--- src/rdc_pkg.sv ---
// constants shared by the resolver position output port
package rdc_pkg;

  // ****************************************
  // clock and timing
  // ****************************************
  localparam int CLK_PERIOD_NS = 5;
  localparam int FREEZE_MAX_NS = 490;
  localparam int ENABLE_MAX_NS = 110;
  localparam int BYTE_SEL_MAX_NS = 140;
  localparam int BUSY_MIN_NS = 150;
  // a least time rounds up to whole cycles
  localparam int BUSY_CYCLES = (BUSY_MIN_NS + CLK_PERIOD_NS - 1) / CLK_PERIOD_NS;
  // longest times round down
  localparam int FREEZE_MAX_CYCLES = FREEZE_MAX_NS / CLK_PERIOD_NS;
  localparam int ENABLE_MAX_CYCLES = ENABLE_MAX_NS / CLK_PERIOD_NS;
  localparam int BYTE_SEL_MAX_CYCLES = BYTE_SEL_MAX_NS / CLK_PERIOD_NS;

  // ****************************************
  // position word
  // ****************************************
  localparam int POS_W = 16;
  localparam int BYTE_W = 8;
  localparam logic [POS_W-1:0] POS_RESET = 16'h0000;
  localparam int BUSY_CNT_W = 6;
  localparam logic [BUSY_CNT_W-1:0] BUSY_LOAD = BUSY_CNT_W'(BUSY_CYCLES);

  // ****************************************
  // resolution select codes {hi, lo}
  // ****************************************
  typedef enum logic [1:0] {
    RES_10 = 2'h0,
    RES_12 = 2'h1,
    RES_14 = 2'h2,
    RES_16 = 2'h3
  } res_e;
  localparam res_e RES_RESET = RES_16;

  // one lsb of each resolution, word is left-justified
  localparam logic [POS_W-1:0] STEP_10 = 16'h0040;
  localparam logic [POS_W-1:0] STEP_12 = 16'h0010;
  localparam logic [POS_W-1:0] STEP_14 = 16'h0004;
  localparam logic [POS_W-1:0] STEP_16 = 16'h0001;
  localparam logic [POS_W-1:0] MASK_10 = 16'hffc0;
  localparam logic [POS_W-1:0] MASK_12 = 16'hfff0;
  localparam logic [POS_W-1:0] MASK_14 = 16'hfffc;
  localparam logic [POS_W-1:0] MASK_16 = 16'hffff;

endpackage

--- src/tracking_counter.sv ---
// up/down position counter stepping one lsb of the selected resolution
`timescale 1ns/1ps
`default_nettype none
module tracking_counter
  import rdc_pkg::*;
(
  // clock and reset
  input wire logic clk_sys,
  input wire logic nrst,
  // control
  input wire logic [POS_W-1:0] step_size,
  input wire logic [POS_W-1:0] res_mask,
  input wire logic track_step,
  input wire logic track_up,
  input wire logic load,
  input wire logic [POS_W-1:0] load_value,
  // state
  output logic [POS_W-1:0] count,
  output logic wrapped
);

  logic [POS_W-1:0] count_reg;
  logic [POS_W-1:0] count_next;
  logic wrap_reg;
  logic wrap_next;
  logic [POS_W-1:0] base;

  always_comb begin
    // low bits below the lsb are dropped so a resolution change stays on grid
    base = count_reg & res_mask;
    count_next = base;
    wrap_next = 1'b0;
    if (load) begin
      count_next = load_value & res_mask;
    end else if (track_step) begin
      if (track_up) begin
        count_next = base + step_size;
        wrap_next = (base == res_mask);
      end else begin
        count_next = base - step_size;
        wrap_next = (base == POS_RESET);
      end
    end
  end

  always_ff @(posedge clk_sys) begin
    if (!nrst) begin
      count_reg <= POS_RESET;
      wrap_reg <= 1'b0;
    end else begin
      count_reg <= count_next;
      wrap_reg <= wrap_next;
    end
  end

  assign count = count_reg;
  assign wrapped = wrap_reg;

  // ****************************************
  // checks
  // ****************************************
  step_up_one_a: assert property (@(posedge clk_sys) disable iff (!nrst)
    track_step && track_up && !load |=> count == (($past(count) & $past(res_mask))
      + $past(step_size)))
    else $error("counter did not step up by one lsb");
  monotonic_up_a: assert property (@(posedge clk_sys) disable iff (!nrst)
    track_step && track_up && !load && $stable(res_mask) && (count & res_mask) != res_mask
      |=> count > $past(count))
    else $error("position not monotonic while rising");

endmodule
`default_nettype wire

--- src/resolver_position_output_port.sv ---
// digital position output port of a tracking resolver-to-digital converter
// Function
// - two select pins choose 10/12/14/16 bit resolution
// - unconnected select pins default to 16 bits
// - position is unsigned binary fraction of turn
// - position word updates continuously, no conversion request
// - three-state pins, one word or two bytes
// - freeze low holds the output latch steady
// - output enable low drives data pins, except while load is low
// - output enable high releases all data pins
// - byte select picks msb or lsb on low pins
// - keep tracking up to the maximum rotation rate
// - monotonic steps, at most four missing codes
// - ripple output marks whole-turn wrap for counters
// - busy high while the position word changes
// - direction high counting up, low counting down
// - load low loads counter from the data pins
`timescale 1ns/1ps
`default_nettype none
module resolver_position_output_port
  import rdc_pkg::*;
(
  // clock and reset
  input wire logic clk_sys,
  input wire logic nrst,
  // resolution select, each with a driven flag standing in for the pull-up
  input wire logic resolution_select_hi,
  input wire logic resolution_select_hi_driven,
  input wire logic resolution_select_lo,
  input wire logic resolution_select_lo_driven,
  // tracking loop steps
  input wire logic track_step,
  input wire logic track_up,
  // host controls
  input wire logic freeze_n,
  input wire logic enable_n,
  input wire logic byte_sel,
  input wire logic data_load_n,
  input wire logic data_load_n_driven,
  // position data pins, [15:8] are the eight lowest-numbered pins
  input wire logic [POS_W-1:0] position_data_pins_in,
  output logic [POS_W-1:0] position_data_pins_out,
  output logic position_data_pins_oe,
  // counting outputs
  output logic busy,
  output logic direction,
  output logic ripple
);

  // ****************************************
  // resolution
  // ****************************************
  res_e res_reg;
  res_e res_next;
  logic [POS_W-1:0] step_size;
  logic [POS_W-1:0] res_mask;
  logic sel_hi;
  logic sel_lo;
  logic load;

  always_comb begin
    sel_hi = resolution_select_hi | ~resolution_select_hi_driven;
    sel_lo = resolution_select_lo | ~resolution_select_lo_driven;
    res_next = res_e'({sel_hi, sel_lo});
  end

  always_comb begin
    unique case (res_reg)
      RES_10: begin
        step_size = STEP_10;
        res_mask = MASK_10;
      end
      RES_12: begin
        step_size = STEP_12;
        res_mask = MASK_12;
      end
      RES_14: begin
        step_size = STEP_14;
        res_mask = MASK_14;
      end
      RES_16: begin
        step_size = STEP_16;
        res_mask = MASK_16;
      end
    endcase
  end

  // an undriven load pin reads high, like its pull-up
  assign load = data_load_n_driven & ~data_load_n;

  // ****************************************
  // counter
  // ****************************************
  logic [POS_W-1:0] count;
  logic wrapped;

  // one step per cycle at most; the top rate of every resolution is far below it
  tracking_counter u_counter (
    .clk_sys(clk_sys),
    .nrst(nrst),
    .step_size(step_size),
    .res_mask(res_mask),
    .track_step(track_step),
    .track_up(track_up),
    .load(load),
    .load_value(position_data_pins_in),
    .count(count),
    .wrapped(wrapped)
  );

  // ****************************************
  // output latch and pins
  // ****************************************
  logic [POS_W-1:0] latch_reg;
  logic [POS_W-1:0] latch_next;
  logic [POS_W-1:0] pins_reg;
  logic [POS_W-1:0] pins_next;
  logic oe_reg;
  logic oe_next;

  always_comb begin
    latch_next = latch_reg;
    if (freeze_n) begin
      latch_next = count & res_mask;
    end
    pins_next[BYTE_W-1:0] = latch_reg[BYTE_W-1:0];
    if (byte_sel) begin
      pins_next[POS_W-1:BYTE_W] = latch_reg[POS_W-1:BYTE_W];
    end else begin
      pins_next[POS_W-1:BYTE_W] = latch_reg[BYTE_W-1:0];
    end
    // pins turn round to inputs while the counter is loaded from them
    oe_next = ~enable_n & ~load;
  end

  always_ff @(posedge clk_sys) begin
    if (!nrst) begin
      res_reg <= RES_RESET;
      latch_reg <= POS_RESET;
      pins_reg <= POS_RESET;
      oe_reg <= 1'b0;
    end else begin
      res_reg <= res_next;
      latch_reg <= latch_next;
      pins_reg <= pins_next;
      oe_reg <= oe_next;
    end
  end

  // ****************************************
  // busy, direction, ripple
  // ****************************************
  logic [BUSY_CNT_W-1:0] busy_cnt_reg;
  logic [BUSY_CNT_W-1:0] busy_cnt_next;
  logic busy_reg;
  logic busy_next;
  logic dir_reg;
  logic dir_next;
  logic ripple_reg;
  logic ripple_next;

  always_comb begin
    busy_cnt_next = busy_cnt_reg;
    dir_next = dir_reg;
    ripple_next = ripple_reg;
    if (track_step || load) begin
      // a new change restarts the pulse so it covers the latest update
      busy_cnt_next = BUSY_LOAD;
    end else if (busy_cnt_reg != '0) begin
      busy_cnt_next = busy_cnt_reg - 1'b1;
    end
    busy_next = (busy_cnt_next != '0);
    if (track_step) begin
      dir_next = track_up;
      ripple_next = 1'b0;
    end
    if (wrapped) begin
      ripple_next = 1'b1;
    end
  end

  always_ff @(posedge clk_sys) begin
    if (!nrst) begin
      busy_cnt_reg <= '0;
      busy_reg <= 1'b0;
      dir_reg <= 1'b1;
      ripple_reg <= 1'b0;
    end else begin
      busy_cnt_reg <= busy_cnt_next;
      busy_reg <= busy_next;
      dir_reg <= dir_next;
      ripple_reg <= ripple_next;
    end
  end

  assign position_data_pins_out = pins_reg;
  assign position_data_pins_oe = oe_reg;
  assign busy = busy_reg;
  assign direction = dir_reg;
  assign ripple = ripple_reg;

  // ****************************************
  // checks
  // ****************************************
  res_select_a: assert property (@(posedge clk_sys) disable iff (!nrst)
    resolution_select_hi_driven && resolution_select_lo_driven
      |=> res_reg == res_e'($past({resolution_select_hi, resolution_select_lo})))
    else $error("resolution does not follow the select pins");
  res_default_a: assert property (@(posedge clk_sys) disable iff (!nrst)
    !resolution_select_hi_driven && !resolution_select_lo_driven |=> res_reg == RES_16)
    else $error("floating selects did not give 16 bits");
  latch_track_a: assert property (@(posedge clk_sys) disable iff (!nrst)
    freeze_n |=> latch_reg == ($past(count) & $past(res_mask)))
    else $error("latch not following the counter");
  freeze_hold_a: assert property (@(posedge clk_sys) disable iff (!nrst)
    !freeze_n && !$past(freeze_n) && $stable(byte_sel) |=> $stable(position_data_pins_out))
    else $error("frozen word changed on the pins");
  enable_drive_a: assert property (@(posedge clk_sys) disable iff (!nrst)
    !enable_n && !load |=> position_data_pins_oe)
    else $error("pins not driven after enable");
  disable_float_a: assert property (@(posedge clk_sys) disable iff (!nrst)
    enable_n |=> !position_data_pins_oe)
    else $error("pins still driven while disabled");
  byte_map_a: assert property (@(posedge clk_sys) disable iff (!nrst)
    byte_sel |=> position_data_pins_out[15:8] == $past(latch_reg[15:8]))
    else $error("msb not on the low pins");
  busy_width_a: assert property (@(posedge clk_sys) disable iff (!nrst)
    track_step |=> busy[*8])
    else $error("busy pulse too short");
  dir_follow_a: assert property (@(posedge clk_sys) disable iff (!nrst)
    track_step |=> direction == $past(track_up))
    else $error("direction does not match counting sense");
  ripple_wrap_a: assert property (@(posedge clk_sys) disable iff (!nrst)
    wrapped |=> ripple)
    else $error("ripple missed a wrap");
  load_turn_a: assert property (@(posedge clk_sys) disable iff (!nrst)
    load |=> !position_data_pins_oe && count == ($past(position_data_pins_in)
      & $past(res_mask)))
    else $error("load did not take the pin value");

  cov_freeze_read_c: cover property (@(posedge clk_sys) disable iff (!nrst)
    !freeze_n ##1 !freeze_n && !enable_n ##1 position_data_pins_oe);
  cov_byte_swap_c: cover property (@(posedge clk_sys) disable iff (!nrst)
    byte_sel ##1 !byte_sel && !enable_n);
  cov_wrap_c: cover property (@(posedge clk_sys) disable iff (!nrst) ripple);
  cov_load_c: cover property (@(posedge clk_sys) disable iff (!nrst) load ##1 !load);

endmodule
`default_nettype wire

--- config.mk ---
export PLATFORM = sky130hd
export DESIGN_NAME = resolver_position_output_port
export DESIGN_NICKNAME = d
export VERILOG_FILES = /design/src/rdc_pkg.sv /design/src/tracking_counter.sv /design/src/resolver_position_output_port.sv
export SDC_FILE = /design/constraint.sdc
export NUM_CORES = 1
export LEC_CHECK = 0
export ABC_AREA = 0
export BUFFER_PORTS_ARGS = -buffer_cell sky130_fd_sc_hd__clkbuf_2
export CORE_MARGIN = 1.5
export CORE_UTILIZATION = 45
export DETAILED_ROUTE_END_ITERATION = 10
export PLACE_DENSITY = 0.64
export SLEW_MARGIN = 20
export SYNTH_ARGS = -nofsm -noshare
export SYNTH_HDL_FRONTEND = slang
export SYNTH_HIERARCHICAL = 1
export SYNTH_SLANG_ARGS = --single-unit
--- constraint.sdc ---
create_clock -name clk_sys -period 4.1 [get_ports clk_sys]
set_clock_uncertainty 0.1 [all_clocks]
set_input_delay 0.82 -clock clk_sys [delete_from_list [all_inputs] [get_ports clk_sys]]
set_output_delay 0.82 -clock clk_sys [all_outputs]
set_load 0.005 [all_outputs]
# == Word level (Yosys, flattened, before mapping) ==
# Index checks and enable logic that the tools add are counted.
# totals
register_bits,61
input_bits,29
out_inout_bits,20
elab_cells,48
# op_classes
add_sub_neg,3
n_eq_ne,4
muxes,11
n_bitwise,13
reduce_logical,7
# op_table
cell,n
16-bit one-hot mux with 4 select lines,2
16-bit two-way mux,3
16-bit AND,2
16-bit adder,1
16-bit equality test,1
16-bit zero test,1
16-bit subtractor,1
6-bit two-way mux,2
6-bit nonzero test,2
8-bit two-way mux,1
1-bit NOT,7
"6-bit by 1-bit subtractor with 6-bit output, second input constant",1
"2-bit equality test, second input constant",2
1-bit two-way mux,3
3-bit OR reduction,1
1-bit AND,2
"2-bit by 1-bit equality test with 1-bit output, second input constant",1
2-bit zero test,1
1-bit bitwise OR,2
2-bit nonzero test,1
1-bit logical OR,1

# == Longest topological paths before layout ==
# depth
depth_word,7
ltp_mapped,14
mapped_depth_nobuf,14

# == Hierarchy ==
# Netlist, hierarchy kept.
# by_module_without_submodules
module,n_inst,cells_per_inst,area_per_inst_um2,seq_area_each_um2
tracking_counter,1,307,2142.1,340.3
resolver_position_output_port,1,168,1734.2,880.8

# == Least setup slack after synthesis ==
# OpenSTA, ideal clock, no wires.
# synth_path
path_type,input -> register
start,input track_up
end,"register u_counter.count_reg[12], in the netlist u_counter/count[12]"
setup_time_ns,0.123
arrival_time_ns,3.214
required_time_ns,3.877
path_slack_ns,0.663
path_stages,11
path_buffers,2
path_cell_list,clkbuf_1 > clkbuf_1 > nor2_1 > xor2_1 > ha_1 > a211oi_1 > o21bai_1 > a2111oi_2 > o21ai_0 > xnor2_1 > o22ai_1
# synth_between
elab_chain_cells,3
# synth_rtl
element,line,source
"start, declared",resolver_position_output_port.sv:33,"input wire logic track_up,"
16-bit two-way mux,tracking_counter.sv:36,if (track_up) begin
16-bit two-way mux,tracking_counter.sv:35,end else if (track_step) begin
16-bit two-way mux,tracking_counter.sv:33,if (load) begin
"end signal, assigned",tracking_counter.sv:51,count_reg <= count_next;
"end, declared",tracking_counter.sv:22,logic [POS_W-1:0] count_reg;
# Every way passes these cells.
# A chain may end at the register's enable or synchronous reset.

# == Worst setup path after layout ==
# layout_path
start,register res_reg[1]
end,"register u_counter.count_reg[15], in the netlist u_counter/count[15]"
# layout_between
elab_chain_cells,7
elab_cells_between_ends,12
cone_classes,add/sub (2); eq/ne (3); mux (5); bitwise (1); reduce/logical (1)
# layout_rtl
element,line,source
"start, declared",resolver_position_output_port.sv:53,res_e res_reg;
"start signal, assigned",resolver_position_output_port.sv:143,res_reg <= res_next;
"2-bit equality test, or another cell as far along",resolver_position_output_port.sv:68,unique case (res_reg)
16-bit one-hot mux with 4 select lines (*),resolver_position_output_port.sv:68,
named net res_mask[4],resolver_position_output_port.sv:56,logic [POS_W-1:0] res_mask;
16-bit AND (*),tracking_counter.sv:30,base = count_reg & res_mask;
16-bit subtractor or 16-bit adder (tied branches),"tracking_counter.sv:40, tracking_counter.sv:37",
16-bit two-way mux (*),tracking_counter.sv:36,
16-bit two-way mux (*),tracking_counter.sv:35,
16-bit two-way mux (*),tracking_counter.sv:33,
# Mark *: on every way through the listed nets, which the timed path passes. The rest lies on a longest branch. The select of a mux whose other input is x is not followed.

==> metrics.md <==
| Metric | Value |
|---|---|
| Crit share post-route | `89.5%` |
| Die height | `95.8 microns` |
| Worst Path Max Fanout | `12` |
| Detailed Route Iter0 Violations | `164` |
| VDD IR max | `0.121 mV` |
| Unique masters post-synth | `63` |
| Startpoint Class | `flip-flop` |
| Routability cong. | `0.894` |
| Seq. cell area | `1220 sq um` |
| Max-Cap Viols | `0` |
| Endpoints failing hold | `0` |
| Clock Root Buffer | `clkbuf_8` |
| Hold_buf cts | `0` |
| Max incr delay on CP | `580 ps` |
| Global route overflow | `0` |
| Synth area leaders | `dfxtp_1 32%, ha_1 5.8%, mux2i_1 5.2%` |
| Seq pwr share | `42.7%` |
| CTS sink cnt | `61` |
| Total negative slack | `0 ps` |
| Final setup fails | `0` |
| Core area | `8300 sq um` |
| Share of layout cells above drive strength 1 | `13.1%` |
| Mapped Cells | `475` |
| Int Power | `0.00109 W` |
| Starting Density | `46.7%` |
| # rows | `33` |
| CP dominant cell by count | `a21oi_1` |
| R2r startpoint | `res_reg[1]$_SDFF_PN1_` |
| Slew margin rel. | `49.7%` |
| Layout Cells excl Fill | `686` |
| DR vias | `3410` |
| Combinational Power Share | `24.8%` |
| Min-delay src | `u_counter/wrapped$_SDFF_PP0_` |
| Maximum number of pins on one net before global-route repair | `43` |
| Ant. Diodes | `0` |
| Post-synth EDFFs | `0` |
| TritonCTS clock tree | `yes` |
| Mapped Area | `3880 sq um` |
| Commonest cells in the synthesized netlist | `61 x dfxtp_1, 32 x inv_1, 30 x nand2_1` |
| Hpwl dp | `6920 microns` |
| Top-count cell post-synth | `dfxtp_1` |
| IO buf count | `48` |
| Min-Delay Endpoint | `ripple$_SDFFE_PN0P_` |
| Final min period | `3670 ps` |
| FF-to-FF path depth | `12` |
| CTS Buffer Depth | `2` |
| Worst-path cell chain | `or2_2, inv_1, nor4_1, a31oi_1, xor2_1, ha_1, a21oi_1, o21ai_0, a211oi_1, a21oi_1, or2_1, o311ai_1` |
| Min-Delay Path Depth | `1` |
| Vias in the first global route | `3098` |
| Drt pass-1 iters | `5` |
| Tot GR Track Use | `21.4%` |
| CP Capture Type | `flip-flop` |
| Setup CP Type | `flip-flop to flip-flop` |
| Routed vias/inst | `4.97` |
| Switching fraction of total power | `29.6%` |
| Outcome | `finished, final reports clean` |
| Ys Warns | `6` |
| First-pass GRT wire length | `14900 microns` |
| Post-placement setup slack | `477 ps` |
| Flop2flop setup slack | `430 ps` |
| Clk Latency, worst-skew pair | `330 ps` |
| Max Clk Rate | `272 MHz` |
| Layout area overhead | `18.7%` |
| # IOs | `49` |
| Worst-Margin Slew | `754 ps` |
| Die area | `9180 sq um` |
| CTS buffer count | `9` |
| Synth Flop Type | `dfxtp_1` |
| Leak pwr | `2.16 nW` |
| Post-DRT Antenna Nets | `0` |
| WP data arrival | `3810 ps` |
| Slew Limit Fails | `0` |
| Fill cells | `818` |
| Required @ worst endpoint | `4240 ps` |
| Die span in x | `95.8 microns` |
| RSZ-0062 raised after global routing | `false` |
| # resized after CTS | `0` |
| #FFs+latches synth | `61` |
| # Post-CTS Setup Buffers | `0` |
| Final WL | `9020 microns` |
| Asr flop ratio synth | `0%` |
| Critical Path Slowest Stage Cell | `dfxtp_1` |
| WL per Instance | `13.1 microns` |
| Worst hold path class | `flip-flop to flip-flop` |
| Post-route setup slack | `430 ps` |
| # H-tree levels | `3` |
| Initial antenna violation count | `0` |
| Clock power share | `32.4%` |
| Area of the multi-input gates | `2680 sq um` |
| Synth area leader | `dfxtp_1` |
| Synth top area share | `31.5%` |
| Sequential cell area fraction in the yosys report | `31.5%` |
| Power per cell area | `335 nW/um^2` |
| DRC Markers | `0` |
| Reg2reg end | `u_counter/count[15]$_SDFF_PN0_` |
| Clock transition at path regs | `70 ps` |
| Average size of a mapped cell | `8.16 sq um` |
| Placed Instances | `672` |
| NetSw | `0.000457 W` |
| # nets final | `626` |
==> layer usage <==
layer  global-route usage (%)  wire length [microns]  vias to the layer above
met5                        0                      0                        -
met4                     6.13                     51                        0
met3                     4.27                    316                        4
met2                     34.4                   4270                       55
met1                     28.8                   4380                     1535
li1                         -                      -                     1816
==> per-stage QoR <==
stage / power, W / util [%] / hold WS (ps) / area, sq um
after floorplan: 0.000956 / - / 318 / 4120
after global placement: 0.00105 / 53.3 / 337 / 4420
after detailed placement: 0.00105 / 53.3 / 332 / 4420
after CTS: 0.00155 / 55.5 / 348 / 4600
after global routing: 0.00164 / 55.5 / 359 / 4600
final: 0.00154 / 55.5 / 344 / 4600
==> worst max path at each step <==
stage,from,endpoint,slack (ps),depth (start not counted)
finish,res_reg[1]$_SDFF_PN1_,u_counter/count[15]$_SDFF_PN0_,430,12
global route,res_reg[1]$_SDFF_PN1_,u_counter/count[15]$_SDFF_PN0_,20,14
CTS,res_reg[1]$_SDFF_PN1_,u_counter/count[15]$_SDFF_PN0_,450,13
detailed placement,res_reg[1]$_SDFF_PN1_,u_counter/count[15]$_SDFF_PN0_,480,13
global placement,track_up,u_counter/count[10]$_SDFF_PN0_,540,11
floorplan,track_up,u_counter/count[12]$_SDFF_PN0_,660,11
==> power by group through the flow <==
stage / registers, W / clock network, W / logic [W]
floorplan: 0.000661 / 0 / 0.000295
global placement: 0.000672 / 0 / 0.000373
detailed placement: 0.000673 / 0 / 0.000376
CTS: 0.000660 / 0.000515 / 0.000379
global route: 0.000665 / 0.000546 / 0.000431
finish: 0.000660 / 0.000501 / 0.000383
==> cells by family (layout without fill, tap and decap cells) <==
kind of cell | after synthesis | after routing | synth area share, %
buf+inv | 56 | 98 | 5.65
fa+ha+maj | 19 | 19 | 6.33
mux | 23 | 23 | 6.13
other cells | 2 | 66 | 0.194
compound gates | 112 | 112 | 18.9
simple gates | 177 | 177 | 25.6
xor+xnor | 25 | 25 | 5.65
flops | 61 | 61 | 31.5
==> cells in the final DEF (no fill, tap or decap), drive strengths merged, types with 5 or more instances in the layout <==
cell and instances:
clkbuf 60, a21oi 25, a211oi 6, a31oi 10, nor2b 28, or3 5
conb 66, nand3 19, inv 32, dfxtp 61, nor2 27, nand2b 9
nor3 7, nand2 30, ha 18, mux2i 20, xnor2 12, nor3b 5
nor4 6, xor2 13, o21ai 18, o22ai 9, a21boi 12, and2 24
==> critical path: cells and delay by family, from the launching register on <==
family                     cells  cell delay [ps]
AOI/OAI and AO/OA              6             1280
xor gates and xnor gates       1              180
adders and majority gates      1              410
buffers and inverters          1              100
DFF                            1              580
and+or+nand+nor                3              900
==> final cells by class <==
cell class              instances  share of cell area, %
multi-input cells             422                   58.2
repair buffers                 52                   5.87
well taps                     105                   2.85
clock buffers                  12                   3.15
clock inverters                 2                  0.761
flip-flops and latches         61                   26.5
inverters                      32                   2.61
Power figures use the tool's default switching activity.
